[config.mk]
export PLATFORM = sky130hd
export DESIGN_NAME = pio_ports
export DESIGN_NICKNAME = d
export VERILOG_FILES = /design/src/rtl/pio_pkg.sv /design/src/rtl/pio_ports.sv
export VERILOG_INCLUDE_DIRS = /design/src /design/src/rtl
export SDC_FILE = /design/constraint.sdc
export NUM_CORES = 1
export LEC_CHECK = 0
export BUFFER_PORTS_ARGS = -buffer_cell sky130_fd_sc_hd__buf_4
export CORE_MARGIN = 10
export CORE_UTILIZATION = 40
export CTS_CLUSTER_DIAMETER = 50
export DETAILED_ROUTE_END_ITERATION = 12
export PLACE_DENSITY = 0.71
export SETUP_SLACK_MARGIN = 0.5
export SYNTH_ARGS = -nofsm -noshare
export SYNTH_HDL_FRONTEND = slang
export SYNTH_SLANG_ARGS = --single-unit
[constraint.sdc]
create_clock -name clk_sys -period 3.1 [get_ports clk_sys]
set_clock_uncertainty 0.2 [all_clocks]
set_input_delay 0.62 -clock clk_sys [delete_from_list [all_inputs] [get_ports clk_sys]]
set_output_delay 0.62 -clock clk_sys [all_outputs]
set_load 0.005 [all_outputs]
[src/rtl/pio_params.svh]
// register offsets, widths and reset values of the parallel port block
`ifndef PIO_PARAMS_SVH
`define PIO_PARAMS_SVH

// ----------------------------------------
// register word indices (byte address is index times four)
// ----------------------------------------
`define PIO_IDX_PORTB_LATCH 4'h1
`define PIO_IDX_PORTC_LATCH 4'h2
`define PIO_IDX_PORTD_LATCH 4'h3
`define PIO_IDX_PORTB_DIR 4'h5
`define PIO_IDX_PORTC_DIR 4'h6
`define PIO_IDX_PORTD_DIR 4'h7
`define PIO_IDX_PORTC_PUE 4'h8
`define PIO_IDX_PORTD_PUE 4'h9
`define PIO_IDX_PERIPH_CTRL 4'hA
`define PIO_ADDR_WIDTH 12
`define PIO_ADDR_OF(idx) ({6'h00, (idx), 2'h0})

// ----------------------------------------
// field positions and reset values
// ----------------------------------------
`define PIO_DIR_RESET 8'h00
`define PIO_PUE_RESET 8'h00
`define PIO_CTRL_RESET 8'h00
`define PIO_CTRL_SPE_BIT 0
`define PIO_CTRL_MSTR_BIT 1
`define PIO_SS_BIT 0
`define PIO_MISO_BIT 1
`define PIO_MOSI_BIT 2
`define PIO_SCK_BIT 3
`define PIO_TIMER_LSB 4
`define PIO_PORTC_MASK 8'h7F

`endif

[src/rtl/pio_pkg.sv]
// types of the parallel port block
package pio_pkg;
    typedef struct packed {
        logic [7:0] portb_latch;
        logic [7:0] portb_direction_bits;
        logic [6:0] portc_latch;
        logic [6:0] portc_direction_bits;
        logic [6:0] portc_pullup_enable;
        logic [7:0] portd_latch;
        logic [7:0] portd_direction_bits;
        logic [7:0] portd_pullup_enable;
        logic serial_periph_enable;
        logic serial_periph_master_select;
        logic [6:0] portc_sync1;
        logic [6:0] portc_sync2;
        logic [7:0] portb_sync1;
        logic [7:0] portb_sync2;
        logic [7:0] portd_sync1;
        logic [7:0] portd_sync2;
        logic [31:0] prdata;
    } pio_state_t;
endpackage

[src/rtl/pio_ports.sv]
// parallel ports b, c and d with apb register access
//
// The APB slave port was chosen for this implementation.
`include "pio_params.svh"
`timescale 1ns/10ps
`default_nettype none

module pio_ports (
    // clock, reset, enable
    input wire logic clk_sys,
    input wire logic rst_n,
    input wire logic clk_en,
    // apb slave
    input wire logic psel,
    input wire logic penable,
    input wire logic pwrite,
    input wire logic [`PIO_ADDR_WIDTH-1:0] paddr,
    input wire logic [31:0] pwdata,
    input wire logic [3:0] pstrb,
    output logic pready,
    output logic pslverr,
    output logic [31:0] prdata,
    // port b pins
    input wire logic [7:0] portb_pin_in,
    output logic [7:0] portb_pin_out,
    output logic [7:0] portb_pin_oe,
    // port c pins
    input wire logic [6:0] portc_pin_in,
    output logic [6:0] portc_pin_out,
    output logic [6:0] portc_pin_oe,
    output logic [6:0] portc_pullup_on,
    // port d pins
    input wire logic [7:0] portd_pin_in,
    output logic [7:0] portd_pin_out,
    output logic [7:0] portd_pin_oe,
    output logic [7:0] portd_pullup_on,
    // serial peripheral side of port d
    input wire logic serial_clock_out,
    input wire logic serial_clock_oe,
    input wire logic serial_mosi_out,
    input wire logic serial_mosi_oe,
    input wire logic serial_miso_out,
    input wire logic serial_miso_oe,
    output logic serial_clock_pin,
    output logic serial_mosi_pin,
    output logic serial_miso_pin,
    output logic serial_ss_pin,
    output logic serial_periph_enable,
    output logic serial_periph_master_select,
    // timer channels of port d (edge_level_select nonzero means timer owns pin)
    input wire logic [1:0] timer1_ch0_edge_level_select,
    input wire logic [1:0] timer1_ch1_edge_level_select,
    input wire logic [1:0] timer2_ch0_edge_level_select,
    input wire logic [1:0] timer2_ch1_edge_level_select,
    input wire logic [3:0] timer_ch_out,
    input wire logic [3:0] timer_ch_oe,
    output logic timer1_channel0_pin,
    output logic timer1_channel1_pin,
    output logic timer2_channel0_pin,
    output logic timer2_channel1_pin
);

    pio_pkg::pio_state_t st_reg;
    pio_pkg::pio_state_t st_next;
    logic [3:0] timer_owns;
    logic [7:0] periph_owns;
    logic [7:0] periph_out;
    logic [7:0] periph_oe;
    logic [3:0] widx;
    logic wr_en;
    logic rd_en;
    logic mapped;
    // whole control reset word, so single fields can be picked from it
    localparam logic [7:0] CTRL_RESET = `PIO_CTRL_RESET;

    // ----------------------------------------
    // helpers
    // ----------------------------------------
    // read mux: latch where output, synchronised pin where input
    function automatic logic [7:0] pio_read_mux(input logic [7:0] latch, input logic [7:0] dir,
                                                input logic [7:0] pin);
        pio_read_mux = (latch & dir) | (pin & ~dir);
    endfunction

    // byte-lane-0 write merge
    function automatic logic [7:0] pio_merge(input logic [7:0] old, input logic [31:0] wd,
                                             input logic [3:0] strb);
        pio_merge = strb[0] ? wd[7:0] : old;
    endfunction

    // ----------------------------------------
    // apb decode
    // ----------------------------------------
    assign pready = 1'b1;
    assign wr_en = psel && penable && pwrite && clk_en;
    assign rd_en = psel && !penable && !pwrite;
    assign widx = paddr[5:2];

    always_comb begin
        if (paddr[`PIO_ADDR_WIDTH-1:6] != '0 || paddr[1:0] != 2'h0) begin
            mapped = 1'b0;
        end else if (widx == `PIO_IDX_PORTB_LATCH || widx == `PIO_IDX_PORTC_LATCH ||
                     widx == `PIO_IDX_PORTD_LATCH || widx == `PIO_IDX_PORTB_DIR ||
                     widx == `PIO_IDX_PORTC_DIR || widx == `PIO_IDX_PORTD_DIR ||
                     widx == `PIO_IDX_PORTC_PUE || widx == `PIO_IDX_PORTD_PUE ||
                     widx == `PIO_IDX_PERIPH_CTRL) begin
            mapped = 1'b1;
        end else begin
            mapped = 1'b0;
        end
    end
    assign pslverr = psel && penable && !mapped;

    // ----------------------------------------
    // pin ownership
    // ----------------------------------------
    assign timer_owns[0] = timer1_ch0_edge_level_select != 2'h0;
    assign timer_owns[1] = timer1_ch1_edge_level_select != 2'h0;
    assign timer_owns[2] = timer2_ch0_edge_level_select != 2'h0;
    assign timer_owns[3] = timer2_ch1_edge_level_select != 2'h0;

    always_comb begin
        periph_owns = 8'h00;
        periph_out = 8'h00;
        periph_oe = 8'h00;
        // serial pins leave port control only while enabled
        periph_owns[`PIO_SCK_BIT] = st_reg.serial_periph_enable;
        periph_owns[`PIO_MOSI_BIT] = st_reg.serial_periph_enable;
        periph_owns[`PIO_MISO_BIT] = st_reg.serial_periph_enable;
        periph_owns[`PIO_SS_BIT] = st_reg.serial_periph_enable && !st_reg.serial_periph_master_select;
        periph_out[`PIO_SCK_BIT] = serial_clock_out;
        periph_oe[`PIO_SCK_BIT] = serial_clock_oe;
        periph_out[`PIO_MOSI_BIT] = serial_mosi_out;
        periph_oe[`PIO_MOSI_BIT] = serial_mosi_oe;
        periph_out[`PIO_MISO_BIT] = serial_miso_out;
        periph_oe[`PIO_MISO_BIT] = serial_miso_oe;
        periph_owns[7:`PIO_TIMER_LSB] = timer_owns;
        periph_out[7:`PIO_TIMER_LSB] = timer_ch_out;
        periph_oe[7:`PIO_TIMER_LSB] = timer_ch_oe;
    end

    // ----------------------------------------
    // pins
    // ----------------------------------------
    assign portb_pin_out = st_reg.portb_latch;
    assign portb_pin_oe = st_reg.portb_direction_bits;
    assign portc_pin_out = st_reg.portc_latch;
    assign portc_pin_oe = st_reg.portc_direction_bits;
    assign portc_pullup_on = st_reg.portc_pullup_enable & ~st_reg.portc_direction_bits;
    assign portd_pin_out = (periph_out & periph_owns) | (st_reg.portd_latch & ~periph_owns);
    assign portd_pin_oe = (periph_oe & periph_owns) | (st_reg.portd_direction_bits & ~periph_owns);
    assign portd_pullup_on = st_reg.portd_pullup_enable & ~portd_pin_oe;
    assign serial_ss_pin = st_reg.portd_sync2[`PIO_SS_BIT];
    assign serial_miso_pin = st_reg.portd_sync2[`PIO_MISO_BIT];
    assign serial_mosi_pin = st_reg.portd_sync2[`PIO_MOSI_BIT];
    assign serial_clock_pin = st_reg.portd_sync2[`PIO_SCK_BIT];
    assign timer1_channel0_pin = st_reg.portd_sync2[`PIO_TIMER_LSB];
    assign timer1_channel1_pin = st_reg.portd_sync2[`PIO_TIMER_LSB+1];
    assign timer2_channel0_pin = st_reg.portd_sync2[`PIO_TIMER_LSB+2];
    assign timer2_channel1_pin = st_reg.portd_sync2[`PIO_TIMER_LSB+3];
    assign serial_periph_enable = st_reg.serial_periph_enable;
    assign serial_periph_master_select = st_reg.serial_periph_master_select;
    assign prdata = st_reg.prdata;

    // ----------------------------------------
    // next state
    // ----------------------------------------
    always_comb begin
        st_next = st_reg;
        st_next.portb_sync1 = portb_pin_in;
        st_next.portb_sync2 = st_reg.portb_sync1;
        st_next.portc_sync1 = portc_pin_in;
        st_next.portc_sync2 = st_reg.portc_sync1;
        st_next.portd_sync1 = portd_pin_in;
        st_next.portd_sync2 = st_reg.portd_sync1;
        // read data captured in setup, held through access
        if (rd_en) begin
            st_next.prdata = 32'h0000_0000;
            if (widx == `PIO_IDX_PORTB_LATCH) begin
                st_next.prdata[7:0] = pio_read_mux(st_reg.portb_latch, st_reg.portb_direction_bits,
                                                   st_reg.portb_sync2);
            end else if (widx == `PIO_IDX_PORTC_LATCH) begin
                st_next.prdata[7:0] = pio_read_mux({1'b0, st_reg.portc_latch},
                                                   {1'b0, st_reg.portc_direction_bits},
                                                   {1'b0, st_reg.portc_sync2});
            end else if (widx == `PIO_IDX_PORTD_LATCH) begin
                st_next.prdata[7:0] = pio_read_mux(st_reg.portd_latch, st_reg.portd_direction_bits,
                                                   st_reg.portd_sync2);
            end else if (widx == `PIO_IDX_PORTB_DIR) begin
                st_next.prdata[7:0] = st_reg.portb_direction_bits;
            end else if (widx == `PIO_IDX_PORTC_DIR) begin
                st_next.prdata[7:0] = {1'b0, st_reg.portc_direction_bits};
            end else if (widx == `PIO_IDX_PORTD_DIR) begin
                st_next.prdata[7:0] = st_reg.portd_direction_bits;
            end else if (widx == `PIO_IDX_PORTC_PUE) begin
                st_next.prdata[7:0] = {1'b0, st_reg.portc_pullup_enable};
            end else if (widx == `PIO_IDX_PORTD_PUE) begin
                st_next.prdata[7:0] = st_reg.portd_pullup_enable;
            end else if (widx == `PIO_IDX_PERIPH_CTRL) begin
                st_next.prdata[`PIO_CTRL_SPE_BIT] = st_reg.serial_periph_enable;
                st_next.prdata[`PIO_CTRL_MSTR_BIT] = st_reg.serial_periph_master_select;
            end else begin
                st_next.prdata = 32'h0000_0000;
            end
        end
        // writes; latches accept them whatever the direction
        if (wr_en && mapped) begin
            if (widx == `PIO_IDX_PORTB_LATCH) begin
                st_next.portb_latch = pio_merge(st_reg.portb_latch, pwdata, pstrb);
            end else if (widx == `PIO_IDX_PORTC_LATCH) begin
                st_next.portc_latch = 7'(pio_merge({1'b0, st_reg.portc_latch}, pwdata,
                                                   pstrb) & `PIO_PORTC_MASK);
            end else if (widx == `PIO_IDX_PORTD_LATCH) begin
                st_next.portd_latch = pio_merge(st_reg.portd_latch, pwdata, pstrb);
            end else if (widx == `PIO_IDX_PORTB_DIR) begin
                st_next.portb_direction_bits = pio_merge(st_reg.portb_direction_bits, pwdata, pstrb);
            end else if (widx == `PIO_IDX_PORTC_DIR) begin
                st_next.portc_direction_bits = 7'(pio_merge({1'b0, st_reg.portc_direction_bits}, pwdata,
                                                            pstrb) & `PIO_PORTC_MASK);
            end else if (widx == `PIO_IDX_PORTD_DIR) begin
                st_next.portd_direction_bits = pio_merge(st_reg.portd_direction_bits, pwdata, pstrb);
            end else if (widx == `PIO_IDX_PORTC_PUE) begin
                st_next.portc_pullup_enable = 7'(pio_merge({1'b0, st_reg.portc_pullup_enable}, pwdata,
                                                           pstrb) & `PIO_PORTC_MASK);
            end else if (widx == `PIO_IDX_PORTD_PUE) begin
                st_next.portd_pullup_enable = pio_merge(st_reg.portd_pullup_enable, pwdata, pstrb);
            end else if (widx == `PIO_IDX_PERIPH_CTRL) begin
                if (pstrb[0]) begin
                    st_next.serial_periph_enable = pwdata[`PIO_CTRL_SPE_BIT];
                    st_next.serial_periph_master_select = pwdata[`PIO_CTRL_MSTR_BIT];
                end
            end
        end
    end

    // ----------------------------------------
    // state register
    // ----------------------------------------
    always_ff @(posedge clk_sys) begin
        if (!rst_n) begin
            // latches keep their value across reset
            st_reg.portb_latch <= st_reg.portb_latch;
            st_reg.portc_latch <= st_reg.portc_latch;
            st_reg.portd_latch <= st_reg.portd_latch;
            st_reg.portb_direction_bits <= `PIO_DIR_RESET;
            st_reg.portc_direction_bits <= 7'(`PIO_DIR_RESET);
            st_reg.portd_direction_bits <= `PIO_DIR_RESET;
            st_reg.portc_pullup_enable <= 7'(`PIO_PUE_RESET);
            st_reg.portd_pullup_enable <= `PIO_PUE_RESET;
            st_reg.serial_periph_enable <= CTRL_RESET[`PIO_CTRL_SPE_BIT];
            st_reg.serial_periph_master_select <= CTRL_RESET[`PIO_CTRL_MSTR_BIT];
            st_reg.portb_sync1 <= 8'h00;
            st_reg.portb_sync2 <= 8'h00;
            st_reg.portc_sync1 <= 7'h00;
            st_reg.portc_sync2 <= 7'h00;
            st_reg.portd_sync1 <= 8'h00;
            st_reg.portd_sync2 <= 8'h00;
            st_reg.prdata <= 32'h0000_0000;
        end else if (clk_en) begin
            st_reg <= st_next;
        end
    end

endmodule // pio_ports

`default_nettype wire

==> impl_metrics.py <==
metrics = {
    "sta": {
        "finalHoldViolCount": 0,
        "setup_violations": 0,
        "tns_ps": 0,
        "fmax_mhz": 393.3,
        "min_period_ps": 2543,
        "rsz0062_at_grt": "no",
        "fin_crit_sh": 0.8202,
        "report.final.slew_viol_count": 0,
        "tightest_slew_ps": 770.2,
        "relSlewSlack": 0.4866,
    },
    "worst_setup_path": {
        "worstPathArrival_ps": 1720,
        "worst_path_max_delay_cell": "dfxtp_1",
        "worst_ep_required_time_ps": 2280,
        "cpPeakStageDelay_ps": 660,
        "cp-end-kind": "output port",
        "critical_path_class": "reg2out",
        "cp-start-kind": "register",
        "reg2reg_slack_ps": 1420,
        "critPathMaxFanout": 10,
        "crit_chain": "mux2_2, nor2_1, buf_4",
        "path_buf_inv": 1,
        "critical-path-top-delay-family": "flip-flops",
    },
    "cells_and_area": {
        "multi_input_area_mm2": 0.002930,
        "seq_area_mm2": 0.002572,
        "postLayoutCellArea_mm2": 0.007647,
        "largest_register_ffs": 46,
        "fill_cells": 1332,
        "fin_util": 0.5068,
        "antenna_cells": 0,
        "fin_nets": 806,
        "drive_gt1_frac": 0.3278,
        "syn2layout_area_growth_pct": 25.27,
    },
    "synth": {
        "synth_area_per_cell_um2": 10.35,
        "async_flop_share": 0,
        "ys.flop_type": "dfxtp_1",
        "syn_area_mm2": 0.006105,
        "yosysTopAreaCell": "dfxtp_1",
        "ys_seq_area_frac": 0.4214,
        "ys_ff_latch": 117,
        "yosys.cell_count.top_type": "mux2i_1",
        "synth_common_cells": "101 x mux2i_1, 94 x dfxtp_1, 74 x nor2b_1, 63 x buf_4, 39 x nand2_1",
        "postSynthCellCount": 590,
        "synth_top_area_share": 0.3083,
        "yosysWarnings": 0,
        "synth.distinct_cells": 53,
        "synth_edf_count": 23,
        "synth_area_leaders": "dfxtp_1 31%, mux2i_1 17%, edfxtp_1 11%",
    },
    "clocking": {
        "cts_hold_buf": 0,
        "cts_tree": "yes",
        "root_buffer": "clkbuf_16",
        "insertion_delay_ps": 400,
        "clock-sinks": 117,
        "numCtsBuffers": 17,
        "clk_pin_slew_ps": 50,
        "cts.htree.levels": 4,
        "clock_path_buffers": 2,
    },
    "floorplan": {
        "die_y_um": 143.5,
        "core_mm2": 0.01509,
        "die_w_um": 143.5,
        "dieArea_mm2": 0.02060,
        "rows": 45,
        "start_util": 0.4046,
        "io_pins": 204,
    },
    "grt": {
        "grt_antenna_before_repair": 0,
        "use_met2": 0.2680,
        "grtUsageMet1": 0.2066,
        "grt_pass1_vias": 4692,
        "grt_pass1_wl_mm": 26.71,
        "grt_max_degree": 64,
        "gr-total-overflow": 0,
        "grt_use_total": 0.1691,
        "busiest_layer": "met2",
        "grtUsageMet3": 0.06139,
    },
    "power": {
        "swShare": 0.2165,
        "p_clk_frac": 0.506,
        "vdd_drop_max_v": 0.0002744,
        "combPwrFrac": 0.081,
        "p_sw_w": 0.0008398,
        "p_per_area_mw_per_mm2": 507.3,
        "p_seq_frac": 0.413,
        "p_int_w": 0.003039,
        "p_leak_nw": 3.252,
    },
    "drt": {
        "routedWlPerCell_um": 19.93,
        "drc": 0,
        "wl_mm": 18.10,
        "antenna_left": 0,
        "routed_via_density": 5.162,
        "drt_iter0_drc": 268,
        "dr.pass1.iters": 5,
        "vias": 4687,
    },
    "place": {
        "port_buffers": 151,
        "postPlaceCellArea_mm2": 0.007014,
        "hpwl_mm": 13.66,
        "gp_congestion": 0.8946,
    },
    "job": {
        "maxCapViolCount": 0,
    },
    "hold_path": {
        "hp-class": "in2reg",
    },
    "status": {
        "status": "complete, no violations",
    },
}
## cell type report
cell class,instances,share of cell area
clock buffer,28,0.07739
multi-input combinational,394,0.3832
sequential,117,0.3364
inverter,10,0.004908
timing repair buffer,167,0.1639
clock inverter,4,0.003436
tap,188,0.03076
## stage by stage
step           instances  hold slack (ps)  total power, W  setup slack [ps]
2_1_floorplan        613            236.7        0.001833             539.0
3_3_place_gp         874            253.9        0.001939             503.5
3_5_place_dp         874            256.9        0.001947             479.5
4_1_cts              906            220.2        0.003908             500.2
5_1_grt              908            216.3        0.004001             500.8
6_report             908            235.5        0.003879             557.5
## worst paths after layout
path                                            from                  to  depth (start not counted)
worst max-delay path            serial_periph_enable  portd_pullup_on[1]                          3
worst min-delay path                       pwdata[7]    portb_pin_out[7]                          1
worst max register to register       portc_pin_oe[3]           prdata[3]                          5
worst min register to register             prdata[5]           prdata[5]                          1
## placed cells by master (no fill, tap or decap), drive strengths merged, types with 2 or more instances in the layout
cell	n
a22o	2
o21ai	14
nand4	4
and2	4
edfxtp	23
nor3b	2
a32oi	2
nor3	6
a21oi	5
a211o	2
nand2	39
a31oi	5
mux2i	101
buf	167
a22oi	4
a2111oi	2
clkinv	3
o211ai	4
nand3	13
nor2b	75
inv	10
o32ai	2
nand4b	4
o221ai	4
a221oi	8
conb	25
mux2	22
nand2b	4
o22ai	2
clkbuf	28
nor2	27
or4	2
o21bai	2
a32o	2
dfxtp	94
## power groups by stage
stage / Clock (W) / Combinational (W) / Sequential [W]
6_report: 0.00196 / 0.000314 / 0.00160
3_5_place_dp: 0 / 0.000312 / 0.00163
2_1_floorplan: 0 / 0.000207 / 0.00163
3_3_place_gp: 0 / 0.000306 / 0.00163
5_1_grt: 0.00205 / 0.000343 / 0.00161
4_1_cts: 0.00199 / 0.000313 / 0.00160
## repair_timing
| action | in CTS | in global routing |
|---|---|---|
| buffers inserted | 0 | 2 |
| endpoints found under the setup margin | 0 | 1 |
| resized for setup | 0 | 0 |
## routing by layer
layer  share of wire  wire [µm]
met4           0.020        357
met2            0.47       8461
met3           0.096       1745
met5               0          0
met1            0.42       7533
## cells by family after synthesis
kind of cell / Yosys count / share of synthesized area
multiplexers: 123 / 0.2062
flip-flops: 117 / 0.4214
AND/OR/NAND/NOR: 185 / 0.1851
other: 2 / 0.001230
AO/OA/AOI/OAI: 61 / 0.07338
buffers and inverters: 102 / 0.1127
Note: power is estimated with default switching activity, not from simulation.
